**src/include/gdr_pkg.sv**
```systemverilog
/*
  gdr_pkg: offsets, field positions, reset value, timing constants and
  carrier structs for the gate driver one timing/current register.
  assumes: included before any rtl file that refers to gdr_pkg::.
*/
package gdr_pkg;

  // register map
  localparam logic [7:0]  GD1_TC_OFFSET = 8'h04;
  localparam logic [15:0] GD1_TC_RESET  = 16'h0000;

  // field positions
  localparam int CHG_MSB = 15;
  localparam int CHG_LSB = 11;
  localparam int DT_MSB  = 10;
  localparam int DT_LSB  = 7;
  localparam int RES_BIT = 6;
  localparam int DIS_MSB = 5;
  localparam int DIS_LSB = 1;
  localparam int PAR_BIT = 0;

  // writable bit mask: reserved bit 6 never stored
  localparam logic [15:0] GD1_TC_WMASK = 16'hFFBF;

  // current scale: code n gives n * max_gate_current / 31
  localparam int CUR_FULL_SCALE = 31;

  // dead time per step and clock
  localparam int DT_STEP_NS    = 250;
  localparam int DT_MAX_NS     = 4000;
  localparam int CLK_PERIOD_NS = 10;
  localparam int DT_STEP_CYC   = DT_STEP_NS / CLK_PERIOD_NS;
  localparam int DT_MAX_CYC    = DT_MAX_NS / CLK_PERIOD_NS;

  // register write request from the serial interface
  typedef struct packed {
    logic        wr_en;
    logic [7:0]  addr;
    logic [15:0] wdata;
  } gdr_req_s;

  // settings delivered to one gate-driver leg
  typedef struct packed {
    logic [4:0]  charge_current_code;
    logic        charge_lowz;
    logic [4:0]  discharge_current_code;
    logic        discharge_lowz;
    logic [3:0]  dead_time_code;
    logic [8:0]  dead_time_cycles;
  } gdr_leg_cfg_s;

endpackage

```
**src/rtl/gdr_field_decode.sv**
```systemverilog
/*
  gdr_field_decode: turns the stored register word into the settings
  of one gate-driver leg.
  assumes: word is a registered value on the same clock.
*/
`timescale 1ns/10ps
module gdr_field_decode (
  input  wire logic [15:0]          word,
  output gdr_pkg::gdr_leg_cfg_s     cfg
);

  logic [4:0] chg;
  logic [4:0] dis;
  logic [3:0] dtc;

  // field extraction and derived settings
  always_comb begin
    chg = word[gdr_pkg::CHG_MSB:gdr_pkg::CHG_LSB];
    dis = word[gdr_pkg::DIS_MSB:gdr_pkg::DIS_LSB];
    dtc = word[gdr_pkg::DT_MSB:gdr_pkg::DT_LSB];
    cfg.charge_current_code    = chg;
    cfg.charge_lowz            = (chg == 5'h0);
    cfg.discharge_current_code = dis;
    cfg.discharge_lowz         = (dis == 5'h0);
    cfg.dead_time_code         = dtc;
    // (k+1) steps of the dead-time unit, 25 to 400 cycles
    cfg.dead_time_cycles = 9'((32'(dtc) + 1) * gdr_pkg::DT_STEP_CYC);
  end

endmodule

```
**src/rtl/gdr_timing_current_reg.sv**
```systemverilog
/*
  gdr_timing_current_reg: gate driver one timing/current register,
  with field decode and routing to full bridge or leg 1.
  assumes: serial interface delivers decoded one-cycle write strobes and
  a read address on clk; input_mode_select comes from logic on clk.
*/
`timescale 1ns/10ps
// Summary of operation
// - 16-bit register at offset 0x04, resets to all zeros.
// - bits 15:11 charge code n, current n times max over 31.
// - charge code zero selects low-impedance charging switches.
// - bits 10:7 dead-time code k gives (k+1) times 250 ns.
// - bits 5:1 discharge code n, current n times max over 31.
// - discharge code zero selects low-impedance discharge switches.
// - input mode 0 applies fields to full bridge, 1 to leg 1.
// - bit 0 carries parity; bit 6 reserved, reads zero.
module gdr_timing_current_reg (
  input  wire logic                  clk,
  input  wire logic                  rst_b,
  input  wire gdr_pkg::gdr_req_s     req,
  input  wire logic [7:0]            rd_addr,
  input  wire logic                  input_mode_select,
  output logic [15:0]                rd_data,
  output logic                       rd_hit,
  output gdr_pkg::gdr_leg_cfg_s      bridge_cfg,
  output logic                       bridge_active,
  output logic                       leg_one_active,
  output logic [7:0]                 max_gate_scale
);

  logic [15:0]           word;
  logic [15:0]           next_word;
  gdr_pkg::gdr_leg_cfg_s dec_cfg;
  gdr_pkg::gdr_leg_cfg_s next_bridge_cfg;
  logic                  next_bridge_active;
  logic                  next_leg_one_active;

  function automatic logic hit(input logic [7:0] a);
    hit = (a == gdr_pkg::GD1_TC_OFFSET);
  endfunction

  // next register value on a write to this offset
  always_comb begin
    next_word = word;
    if (req.wr_en && hit(req.addr)) begin
      next_word = req.wdata & gdr_pkg::GD1_TC_WMASK;
    end
  end

  // register state
  always_ff @(posedge clk or negedge rst_b) begin
    if (!rst_b) begin
      word <= gdr_pkg::GD1_TC_RESET;
    end else begin
      word <= next_word;
    end
  end

  // read port: parity bit stored as written, reserved bit zero
  always_comb begin
    rd_hit  = hit(rd_addr);
    rd_data = rd_hit ? word : 16'h0000;
  end

  gdr_field_decode u_decode (
    .word (word),
    .cfg  (dec_cfg)
  );

  // routing: full bridge or leg 1 only
  always_comb begin
    next_bridge_cfg     = dec_cfg;
    next_bridge_active  = (input_mode_select == 1'b0);
    next_leg_one_active = (input_mode_select == 1'b1);
  end

  // registered data outputs for the analog side
  always_ff @(posedge clk or negedge rst_b) begin
    if (!rst_b) begin
      bridge_cfg     <= '0;
      bridge_active  <= 1'b0;
      leg_one_active <= 1'b0;
    end else begin
      bridge_cfg     <= next_bridge_cfg;
      bridge_active  <= next_bridge_active;
      leg_one_active <= next_leg_one_active;
    end
  end

  // current full-scale divisor
  assign max_gate_scale = 8'(gdr_pkg::CUR_FULL_SCALE);
endmodule

```
**config.mk**
```make
export PLATFORM = sky130hd
export DESIGN_NAME = gdr_timing_current_reg
export DESIGN_NICKNAME = d
export VERILOG_FILES = /design/src/include/gdr_pkg.sv /design/src/rtl/gdr_field_decode.sv /design/src/rtl/gdr_timing_current_reg.sv
export SDC_FILE = /design/constraint.sdc
export NUM_CORES = 1
export LEC_CHECK = 0
export BUFFER_PORTS_ARGS = -buffer_cell sky130_fd_sc_hd__clkbuf_2
export CAP_MARGIN = 25
export CORE_MARGIN = 10
export CORE_UTILIZATION = 35
export CTS_CLUSTER_SIZE = 24
export DETAILED_ROUTE_END_ITERATION = 16
export GPL_TIMING_DRIVEN = 0
export PLACE_DENSITY_LB_ADDON = 0.15
export SYNTH_ARGS = -nofsm -noshare
export SYNTH_HDL_FRONTEND = slang
export SYNTH_SLANG_ARGS = --single-unit
```
**constraint.sdc**
```tcl
create_clock -name clk -period 3.6 [get_ports clk]
set_input_delay 0.18 -clock clk [delete_from_list [all_inputs] [get_ports clk]]
set_output_delay 0.18 -clock clk [all_outputs]
set_load 0.02 [all_outputs]
```
# Word level (Yosys, flattened, before mapping)
# Cells that the tools add are included.
dict set report word_totals {
  input_bits 36
  out_inout_bits 52
  elab_cells 18
  register_bits 42
}
dict set report op_classes {
  n_bitwise 1
  reduce_logical 3
  addsub 1
  n_mux 1
  eq_ne 2
  multipliers 1
}
# operator count
set op_table {}
lappend op_table {{multiplier 32 x 5 -> 9 bit, second input constant} 1}
lappend op_table {{== test 8 x 3 -> 1 bit, second input constant} 2}
lappend op_table {{2-to-1 mux 16 bit} 1}
lappend op_table {{logical NOT 5 bit} 2}
lappend op_table {{adder 4 x 1 -> 5 bit, second input constant} 1}
lappend op_table {{logical AND 1 bit} 1}
lappend op_table {{NOT 1 bit} 1}

# Depth between registers and ports, before layout
# Gate-level depths: netlist of the first run.
dict set report logic_depth {
  ltp_word 2
  depth_mapped 11
  depth_no_buf 10
}

# Cells and area by module
# From an unflattened synthesis of the first run, not the netlist that was laid out.
dict set report hier_totals {
  cells_unflattened 145
  area_unflattened_um2 1973.1
}
# mod n_inst area_per_inst_um2 cells_per_inst seq_area_each_um2
set by_module_without_submodules {}
lappend by_module_without_submodules {gdr_timing_current_reg 1 1519.0 92 1051.0}
lappend by_module_without_submodules {gdr_field_decode 1 454.2 53 0.0}

# Worst setup path after synthesis of the first run
# Ideal clock, no wire load.
dict set report synth_path {
  kind {flip-flop to flip-flop}
  startpoint {register word[7]}
  endpoint {register bridge_cfg[8] in the netlist's numbering}
  path_stages_with_launch 12
  arrival_ps 2529
  path_buffers 1
  period_less_slack_ps 2651
  setup_time_ps 123
  path_slack_ps 949
  required_ps 3477
  path_cell_list {dfrtp_1 buf_2 nand3_1 xor2_1 inv_1 ha_1 ha_1 ha_1 ha_1 a31o_2 a41o_1 xnor2_1}
}
# item line
set synth_lines {}
lappend synth_lines {{start: declaration} gdr_timing_current_reg.sv:31} ;# logic [15:0] word;
lappend synth_lines {{start signal: assignment} gdr_timing_current_reg.sv:53} ;# word <= gdr_pkg::GD1_TC_RESET;
lappend synth_lines {{start signal: assignment} gdr_timing_current_reg.sv:55} ;# word <= next_word;
lappend synth_lines {{end signal: assignment} gdr_timing_current_reg.sv:84} ;# bridge_cfg <= next_bridge_cfg;
lappend synth_lines {{end: declaration} gdr_timing_current_reg.sv:25} ;# output gdr_pkg::gdr_leg_cfg_s bridge_cfg,

==> results of run 1 <==
[registers in the layout, summed over array words and instances, names as in the netlist]
| name | cells |
|---|---|
| word | 15 |
| bridge_active | 1 |
| bridge_cfg | 25 |
| leg_one_active | 1 |
[cell type report]
class / count / share of cell area (%)
Tap cell: 70 / 3.507
Clock inverter: 2 / 0.5010
Clock buffer: 6 / 3.307
Inverter: 5 / 0.7515
Multi-Input combinational cell: 80 / 29.26
Buffer: 12 / 3.557
Sequential cell: 42 / 42.08
Timing Repair Buffer: 80 / 17.03
[worst paths after layout]
check	endpoint	cells after the start
hold / removal	word[15]	2
min in group asynchronous	word[7]	2
setup / recovery	bridge_cfg[8]	10
max in group asynchronous	bridge_cfg[21]	3
hold reg to reg	bridge_cfg[9]	0
setup reg to reg	bridge_cfg[8]	10
[kinds of logic after synthesis]
kind of cell	share of synthesized area, %
flops	56.41
simple gates	11.42
buf+inv	5.776
mux	11.08
fa+ha+maj	8.731
xor+xnor	4.231
compound gates	1.948
other cells	0.4031
[Yosys cell counts]
cell type | count | area share (%)
a21oi_1 | 2 | 0.54
a31o_2 | 1 | 0.47
a41o_1 | 1 | 0.54
and2_1 | 16 | 5.4
and3_1 | 1 | 0.34
and4b_1 | 1 | 0.54
buf_2 | 2 | 0.54
buf_4 | 9 | 3.6
buf_6 | 1 | 0.60
conb_1 | 2 | 0.40
dfrtp_1 | 42 | 56
ha_1 | 13 | 8.7
inv_1 | 5 | 1.0
mux2_2 | 5 | 3.0
mux2_4 | 10 | 8.1
nand3_1 | 1 | 0.27
nand4b_4 | 1 | 1.3
nor2_1 | 3 | 0.60
nor2b_1 | 1 | 0.34
nor3_1 | 1 | 0.27
nor4_1 | 1 | 0.34
nor4b_4 | 1 | 1.3
o211ai_1 | 1 | 0.40
or4_1 | 2 | 0.81
xnor2_1 | 4 | 1.9
xor2_1 | 5 | 2.4
[routing by layer]
layer | wire, um | share of wire [%] | GRT usage [%]
met1 | 1507 | 37 | 9.957
met2 | 2032 | 49 | 16.65
met3 | 556 | 14 | 7.022
met4 | 10 | 0.24 | 1.928
met5 | 0 | 0 | 0
[power groups by stage]
stage               Combinational [mW]  Sequential, mW  Clock (mW)
floorplan                       0.0512           0.550           0
global placement                 0.139           0.524           0
detailed placement               0.143           0.524           0
CTS                              0.145           0.515       0.323
global route                     0.157           0.519       0.349
finish                           0.141           0.514       0.313
[worst max-delay path, stage by stage (launching register included)]
cell and delay (ns):
dfrtp_1 0.45, ha_1 0.24, and3_1 0.21, ha_1 0.28, inv_1 0.04, ha_1 0.28
ha_1 0.28, ha_1 0.34, a31o_2 0.24, a41o_1 0.22, xnor2_1 0.12
[through the flow]
stage | worst slack [ns] | instance area (sq um) | hold WS [ns]
final | 0.7953 | 2497 | 0.1122
after global placement | 0.8011 | 2362 | 0.3020
after detailed placement | 0.7947 | 2382 | 0.1389
after CTS | 0.7876 | 2497 | 0.1059
after global routing | 0.5995 | 2497 | 0.1085
after floorplan | 0.9489 | 1889 | -0.1156
==> results.json, run 1 <==
{
  "status": "completed",
  "ant_nets": 0,
  "utilization_pct": 48.59,
  "hold_viol": 0,
  "postCtsSetupRepairBufs": 0,
  "numCtsBuffers": 5,
  "fin_crit_sh_pct": 77.91,
  "peakVddDrop_mv": 0.1807,
  "fin_tns_setup_ns": 0,
  "drt_pass1_iterations": 2,
  "p_total_mw": 0.9687,
  "tritoncts": "built",
  "setup_violations": 0,
  "root_buffer": "clkbuf_8",
  "synthCells": 132,
  "slew_violations": 0,
  "drive_above_1_share_pct": 51.10,
  "worst_ep_required_time_ns": 3.78,
  "timing.rr.start": "word[8]",
  "startpoint_type": "register",
  "fmax_mhz": 356.5,
  "synth_area_sq_mm": 0.001863,
  "diodes": 0,
  "fin_crit_ns": 2.805,
  "die_x_um": 92.96,
  "dieHeight_um": 92.96,
  "p_clk_share_pct": 32.4,
  "netSwitchingFraction_pct": 26.17,
  "grt.total_usage_pct": 9.940,
  "leakagePower_nw": 1.511,
  "start_util_pct": 36.25,
  "grt_overflow_total": 0,
  "ys_types": 26,
  "globalplace.congestion": 0.7347,
  "cts_htree_levels": 2,
  "grt_pass1_wl_mm": 6.975,
  "num_vias": 1234,
  "rsz0062_at_grt": "false",
  "nFillCells": 508,
  "multi_input_area_sq_um": 730.7,
  "post_synth.cell_area_avg_sq_um": 14.11,
  "fin_worst_skew_ns": 0.008192,
  "ys_seq_elements": 42,
  "worstHoldStart": "req[15]",
  "seqCellArea_sq_mm": 0.001051,
  "worstSetupPathType": "register to register",
  "remaining_drc_errors": 0,
  "seq_power_share_pct": 53.1,
  "p_int_mw": 0.7152,
  "antenna_found_initial": 0,
  "path_clk_slew_ns": 0.08,
  "die_area_sq_mm": 0.008642,
  "stdcell_count": 297,
  "critPathLaunch": "word[8]",
  "via_per_inst": 4.155,
  "most-common-layout-cells": "clkbuf_2, dfrtp_1, and2_1, ha_1, mux2_4",
  "grt_pass1_vias": 1477,
  "drt_iter0_markers": 13,
  "rrSetupSlack_ns": 0.80,
  "syn_to_final_growth_pct": 34.05,
  "end_kind": "register",
  "dp_hpwl_mm": 3.411,
  "finalNetCount": 275,
  "grt_max_degree": 28,
  "clock_path_buffers": 2,
  "ys_seq_area_share_pct": 56.41,
  "core_area_sq_mm": 0.005140,
  "yosys_warnings": 0,
  "cts_resized": 0,
  "wire_per_inst_um": 13.82,
  "fp-row-count": 26,
  "worst_skew_pair.late_latency_ns": 0.29,
  "hold_path_class": "input pin to register",
  "crit_arrival_ns": 2.98,
  "cap_violations": 0,
  "ioPinCount": 88,
  "wl_mm": 4.106,
  "crit_fanout": 6,
  "pwr_density_cell_mw_per_mm2": 387.9,
  "final_common_cell": "clkbuf_2",
  "dpl.cell_count": 287,
  "power.switching_mw": 0.2535,
  "pwr-share-comb_pct": 14.5,
  "portBuffers": 77,
  "cts_sinks": 42,
  "hold_buffers": 2
}
Power figures use the tool's default switching activity.
==> run 2: changes to the inputs <==
==> constraint.sdc (replaced) <==
create_clock -name clk -period 2.7 [get_ports clk]
set_input_delay 0.135 -clock clk [delete_from_list [all_inputs] [get_ports clk]]
set_output_delay 0.135 -clock clk [all_outputs]
set_load 0.02 [all_outputs]
==> results.json, run 2 (synthesis gave the netlist of run 1 again) <==
{
  "core_area_sq_mm": 0.005140,
  "ioPinCount": 88,
  "via_per_inst": 4.162,
  "place_ws_ns": -0.1053,
  "worstHoldStart": "req[15]",
  "nFillCells": 499,
  "drt_pass1_iterations": 2,
  "worstSetupPathType": "register to register",
  "fmax_mhz": 388.3,
  "pwr_density_cell_mw_per_mm2": 501.2,
  "worst_slack_ns": 0.1246,
  "grt_max_degree": 28,
  "rr_endpoint": "bridge_cfg[8]",
  "reg_top3": "bridge_cfg x25, word x15",
  "utilization_pct": 50.58,
  "grt_pass1_wl_mm": 7.044,
  "cts_htree_levels": 2,
  "portBuffers": 77,
  "antenna_found_initial": 0,
  "worst_ep_required_time_ns": 2.87,
  "grt.total_usage_pct": 10.03,
  "drt_iter0_markers": 11,
  "syn_to_final_growth_pct": 39.56,
  "most-common-layout-cells": "clkbuf_2, dfrtp_1, and2_1, buf_4, mux2_4",
  "netSwitchingFraction_pct": 26.19,
  "root_buffer": "clkbuf_8",
  "grt_pass1_vias": 1489,
  "cts_sinks": 42,
  "fp-row-count": 26,
  "startpoint_type": "register",
  "p_clk_share_pct": 32.1,
  "largest_register_ffs": 25,
  "wire_per_inst_um": 13.81,
  "slew_violations": 0,
  "drive_above_1_share_pct": 56.03,
  "fin_crit_sh_pct": 95.39,
  "die_x_um": 92.96,
  "min_to": "word[15]",
  "power.switching_mw": 0.3413,
  "num_vias": 1257,
  "p_total_mw": 1.303,
  "die_area_sq_mm": 0.008642,
  "cap_violations": 0,
  "tritoncts": "built",
  "seq_power_share_pct": 52.7,
  "worst_skew_pair.late_latency_ns": 0.29,
  "regMostFlops": "bridge_cfg",
  "path_clk_slew_ns": 0.08,
  "stdcell_count": 302,
  "clock_path_buffers": 2,
  "timing.rr.start": "word[7]",
  "grt_overflow_total": 0,
  "p_int_mw": 0.9617,
  "globalplace.congestion": 0.7347,
  "setup_violations": 0,
  "fin_tns_setup_ns": 0,
  "ant_nets": 0,
  "dieHeight_um": 92.96,
  "fin_crit_ns": 2.575,
  "whs_path_depth": 2,
  "rrSetupSlack_ns": 0.12,
  "end_kind": "register",
  "crit_arrival_ns": 2.75,
  "numCtsBuffers": 5,
  "peakVddDrop_mv": 0.2422,
  "hold_path_class": "input pin to register",
  "wl_mm": 4.170,
  "fin_worst_skew_ns": 0.008148,
  "rsz0062_at_grt": "false",
  "status": "completed",
  "remaining_drc_errors": 0,
  "crit_fanout": 3,
  "pwr-share-comb_pct": 15.3,
  "dp_hpwl_mm": 3.411,
  "diodes": 0,
  "reg2regPathDepth": 10,
  "final_common_cell": "clkbuf_2",
  "hold_viol": 0,
  "start_util_pct": 36.25,
  "leakagePower_nw": 1.521,
  "finalNetCount": 280,
  "dpl.cell_count": 287
}
[run 2: changes by cell type in the layout (fill, tap and decap cells not counted), moves of 3 or more]
| cell | change |
|---|---|
| ha_1 | -6 |
| buf_4 | +5 |
| ha_2 | +3 |
| ha_4 | +3 |
[run 2: metal layers]
metal | part of all wire [%] | routed length (um) | GRT usage [%] | up-vias
met5 | 0 | 0 | 0 | -
met1 | 37 | 1537 | 10.15 | 585
met2 | 50 | 2066 | 16.71 | 50
li1 | - | - | - | 620
met3 | 13 | 556 | 7.022 | 2
met4 | 0.24 | 10 | 1.928 | 0
[run 2: power groups by stage]
| stage | sequential, mW | clock, mW | combinational (mW) |
|---|---|---|---|
| finish | 0.686 | 0.418 | 0.199 |
| global route | 0.692 | 0.466 | 0.221 |
| CTS | 0.686 | 0.431 | 0.199 |
| detailed placement | 0.699 | 0 | 0.191 |
| global placement | 0.698 | 0 | 0.185 |
| floorplan | 0.734 | 0 | 0.0682 |
[run 2: final cells by class]
| type | instances | area [sq um] | share of cell area [%] |
|---|---|---|---|
| sequential | 42 | 1052 | 40.47 |
| multi-input combinational | 80 | 788.3 | 30.32 |
| timing repair buffer | 85 | 462.9 | 17.81 |
| buffer | 12 | 95.09 | 3.657 |
| tap | 70 | 87.58 | 3.369 |
| clock buffer | 6 | 82.58 | 3.176 |
| inverter | 5 | 18.77 | 0.7218 |
| clock inverter | 2 | 12.51 | 0.4812 |
[run 2: metrics by stage]
| step | cell area, sq um | hold slack [ns] |
|---|---|---|
| 2_1_floorplan | 1889 | -0.1606 |
| 3_5_place_dp | 2382 | 0.09394 |
| 6_report | 2600 | 0.06710 |
| 5_1_grt | 2600 | 0.06347 |
| 4_1_cts | 2552 | 0.06088 |
| 3_3_place_gp | 2362 | 0.2570 |
[run 2: timing repair]
item	4_1_cts	5_1_grt
buffers inserted	2	3
pin swaps	0	2
endpoints found under the setup margin	1	1
endpoints found under the hold margin	17	0
hold buffers	2	0
resized for setup	6	5
cloned	0	0
[run 2: worst max-delay path, stage by stage, from the launching register on]
cell and delay [ns]:
dfrtp_1 0.41, ha_2 0.20, and3_1 0.20, ha_1 0.29, inv_1 0.11, ha_4 0.22
ha_4 0.27, ha_4 0.20, a31o_2 0.22, a41o_1 0.22, xnor2_1 0.12
[run 2: worst max-delay path by stage]
stage,from,end,depth (start not counted)
2_1_floorplan,word[7],bridge_cfg[8],11
3_3_place_gp,word[7],bridge_cfg[8],11
3_5_place_dp,word[8],bridge_cfg[8],10
4_1_cts,word[7],bridge_cfg[8],10
5_1_grt,word[8],bridge_cfg[8],11
6_report,word[7],bridge_cfg[8],10
==> run 3: changes to the inputs <==
--- a/config.mk
+++ b/config.mk
@@ -7,8 +7,9 @@
 export LEC_CHECK = 0
 export BUFFER_PORTS_ARGS = -buffer_cell sky130_fd_sc_hd__clkbuf_2
 export CAP_MARGIN = 25
+export CORE_ASPECT_RATIO = 0.5
 export CORE_MARGIN = 10
-export CORE_UTILIZATION = 35
+export CORE_UTILIZATION = 46
 export CTS_CLUSTER_SIZE = 24
 export DETAILED_ROUTE_END_ITERATION = 16
 export GPL_TIMING_DRIVEN = 0
==> constraint.sdc (replaced) <==
create_clock -name clk -period 2.7 [get_ports clk]
set_input_delay 0.135 -clock clk [delete_from_list [all_inputs] [get_ports clk]]
set_output_delay 0.135 -clock clk [all_outputs]
set_load 0.05 [all_outputs]
==> results.json, run 3 (synthesis gave the netlist of run 1 again) <==
{
  "p_int_mw": 1.032,
  "crit_arrival_ns": 2.79,
  "power.switching_mw": 0.4203,
  "clock_path_buffers": 2,
  "most-common-layout-cells": "clkbuf_2, dfrtp_1, and2_1, buf_4, mux2_4",
  "wl_mm": 4.059,
  "globalplace.congestion": 0.7685,
  "ioPinCount": 88,
  "fin_crit_sh_pct": 96.68,
  "numCtsBuffers": 5,
  "grt_max_degree": 43,
  "drt_iter0_markers": 31,
  "worstHoldStart": "req[12]",
  "fp-row-count": 16,
  "setup_violations": 0,
  "grt.total_usage_pct": 11.83,
  "seq_power_share_pct": 47.3,
  "netSwitchingFraction_pct": 28.95,
  "finalNetCount": 278,
  "timing.rr.start": "word[7]",
  "drive_above_1_share_pct": 54.78,
  "leakagePower_nw": 1.518,
  "reg_top3": "bridge_cfg x25, word x15",
  "cp_cell_sequence": "ha_2, and3_1, ha_1, inv_1, ha_4, ha_4, ha_4, a31o_2, a41o_1, xnor2_1",
  "portBuffers": 77,
  "fin_tns_setup_ns": 0,
  "core_area_sq_mm": 0.003904,
  "peakVddDrop_mv": 0.2551,
  "via_per_inst": 4.398,
  "rr_endpoint": "bridge_cfg[8]",
  "startpoint_type": "register",
  "remaining_drc_errors": 0,
  "num_vias": 1249,
  "start_util_pct": 47.72,
  "fmax_mhz": 383.1,
  "die_x_um": 110,
  "min_to": "word[12]",
  "rrSetupSlack_ns": 0.09,
  "reg2regPathDepth": 10,
  "slowest_delay_ns": 0.42,
  "slew_violations": 0,
  "worst_ep_required_time_ns": 2.88,
  "antenna_found_initial": 0,
  "dp_hpwl_mm": 3.100,
  "regMostFlops": "bridge_cfg",
  "fin_crit_ns": 2.610,
  "largest_register_ffs": 25,
  "tritoncts": "built",
  "syn_to_final_growth_pct": 38.55,
  "hold_path_class": "input pin to register",
  "worst-path-buf-inv": 1,
  "whs_path_depth": 2,
  "status": "completed",
  "ant_nets": 0,
  "cap_violations": 0,
  "end_kind": "register",
  "fin_worst_skew_ns": 0.004279,
  "root_buffer": "clkbuf_8",
  "grt_pass1_vias": 1374,
  "drt_pass1_iterations": 2,
  "path_clk_slew_ns": 0.08,
  "cts_sinks": 42,
  "place_ws_ns": -0.1451,
  "crit_fanout": 3,
  "hold_viol": 0,
  "cts_htree_levels": 2,
  "path_common_cell": "ha_4",
  "diodes": 0,
  "critPathTopFamily": "adder cells",
  "dieHeight_um": 65,
  "pwr_density_cell_mw_per_mm2": 562.6,
  "grt_overflow_total": 0,
  "p_clk_share_pct": 33.3,
  "worst_skew_pair.late_latency_ns": 0.29,
  "crit_slowest_cell": "dfrtp_1",
  "final_common_cell": "clkbuf_2",
  "grt_pass1_wl_mm": 6.630,
  "hold_ws_ns": 0.06691,
  "die_area_sq_mm": 0.007150,
  "pwr-share-comb_pct": 19.4,
  "wire_per_inst_um": 14.29,
  "worstSetupPathType": "register to register",
  "worst_slack_ns": 0.08962
}
-- run 3: cell types whose count changed in the layout (fill, tap and decap cells not counted) --
cell,previous run,this run
bufinv_16,0,1
ha_1,7,8
xor2_1,4,3
clkinvlp_4,1,0
ha_2,3,2
clkbuf_1,0,2
clkinv_2,1,0
xor2_2,1,2
clkbuf_8,6,5
buf_4,14,12
-- run 3: layout make-up --
cell class	count	area, sq um
Buffer	12	95.09
Clock buffer	7	76.32
Clock inverter	1	30.03
Fill cell	317	1323
Inverter	5	18.77
Multi-Input combinational cell	80	793.3
Sequential cell	42	1052
Tap cell	54	67.56
Timing Repair Buffer	83	447.9
-- run 3: what timing repair did --
action | in CTS | in global routing
gates resized for setup | 5 | 6
hold buffers | 1 | 1
hold endpoints to repair | 2 | 42
setup endpoints to repair | 1 | 1
buffers inserted | 1 | 2
pin swaps | 1 | 0
-- run 3: layer usage --
| layer | part of all wire, % | global-route usage, % | up-vias |
|---|---|---|---|
| met5 | 0 | 0 | - |
| met4 | 1.1 | 4.839 | 0 |
| met3 | 10 | 6.016 | 5 |
| met2 | 49 | 19.34 | 50 |
| met1 | 40 | 12.82 | 577 |
| li1 | - | - | 617 |
-- run 3: through the flow --
| step | utilization [%] | instance area, sq um | cells | power, mW |
|---|---|---|---|---|
| after floorplan | - | 1889 | 139 | 0.8855 |
| after global placement | 60.00 | 2342 | 270 | 0.9633 |
| after detailed placement | 60.00 | 2342 | 270 | 0.9685 |
| after CTS | 64.17 | 2505 | 280 | 1.457 |
| after global routing | 66.12 | 2581 | 284 | 1.520 |
| final | 66.12 | 2581 | 284 | 1.452 |
-- run 3: power groups by stage --
| stage | Clock (mW) | Sequential (mW) | Combinational [mW] |
|---|---|---|---|
| 3_5_place_dp | 0 | 0.699 | 0.270 |
| 2_1_floorplan | 0 | 0.801 | 0.0850 |
| 6_report | 0.484 | 0.686 | 0.282 |
| 4_1_cts | 0.495 | 0.686 | 0.276 |
| 5_1_grt | 0.527 | 0.692 | 0.301 |
| 3_3_place_gp | 0 | 0.697 | 0.266 |
-- run 3: worst max path at each step --
stage	startpoint	to	slack, ns	cells past startpoint
4_1_cts	word[7]	bridge_cfg[8]	0.02	11
3_3_place_gp	word[7]	bridge_cfg[8]	-0.09	11
6_report	word[7]	bridge_cfg[8]	0.09	10
3_5_place_dp	word[7]	bridge_cfg[8]	-0.15	11
5_1_grt	word[7]	bridge_cfg[8]	-0.03	11
2_1_floorplan	word[7]	bridge_cfg[8]	0.05	11
-- run 3: worst register-to-register path, cell delays in order, from the launching register on --
cell	delay [ns]
dfrtp_1	0.42
ha_2	0.22
and3_1	0.20
ha_1	0.29
inv_1	0.10
ha_4	0.22
ha_4	0.24
ha_4	0.24
a31o_2	0.23
a41o_1	0.22
xnor2_1	0.12
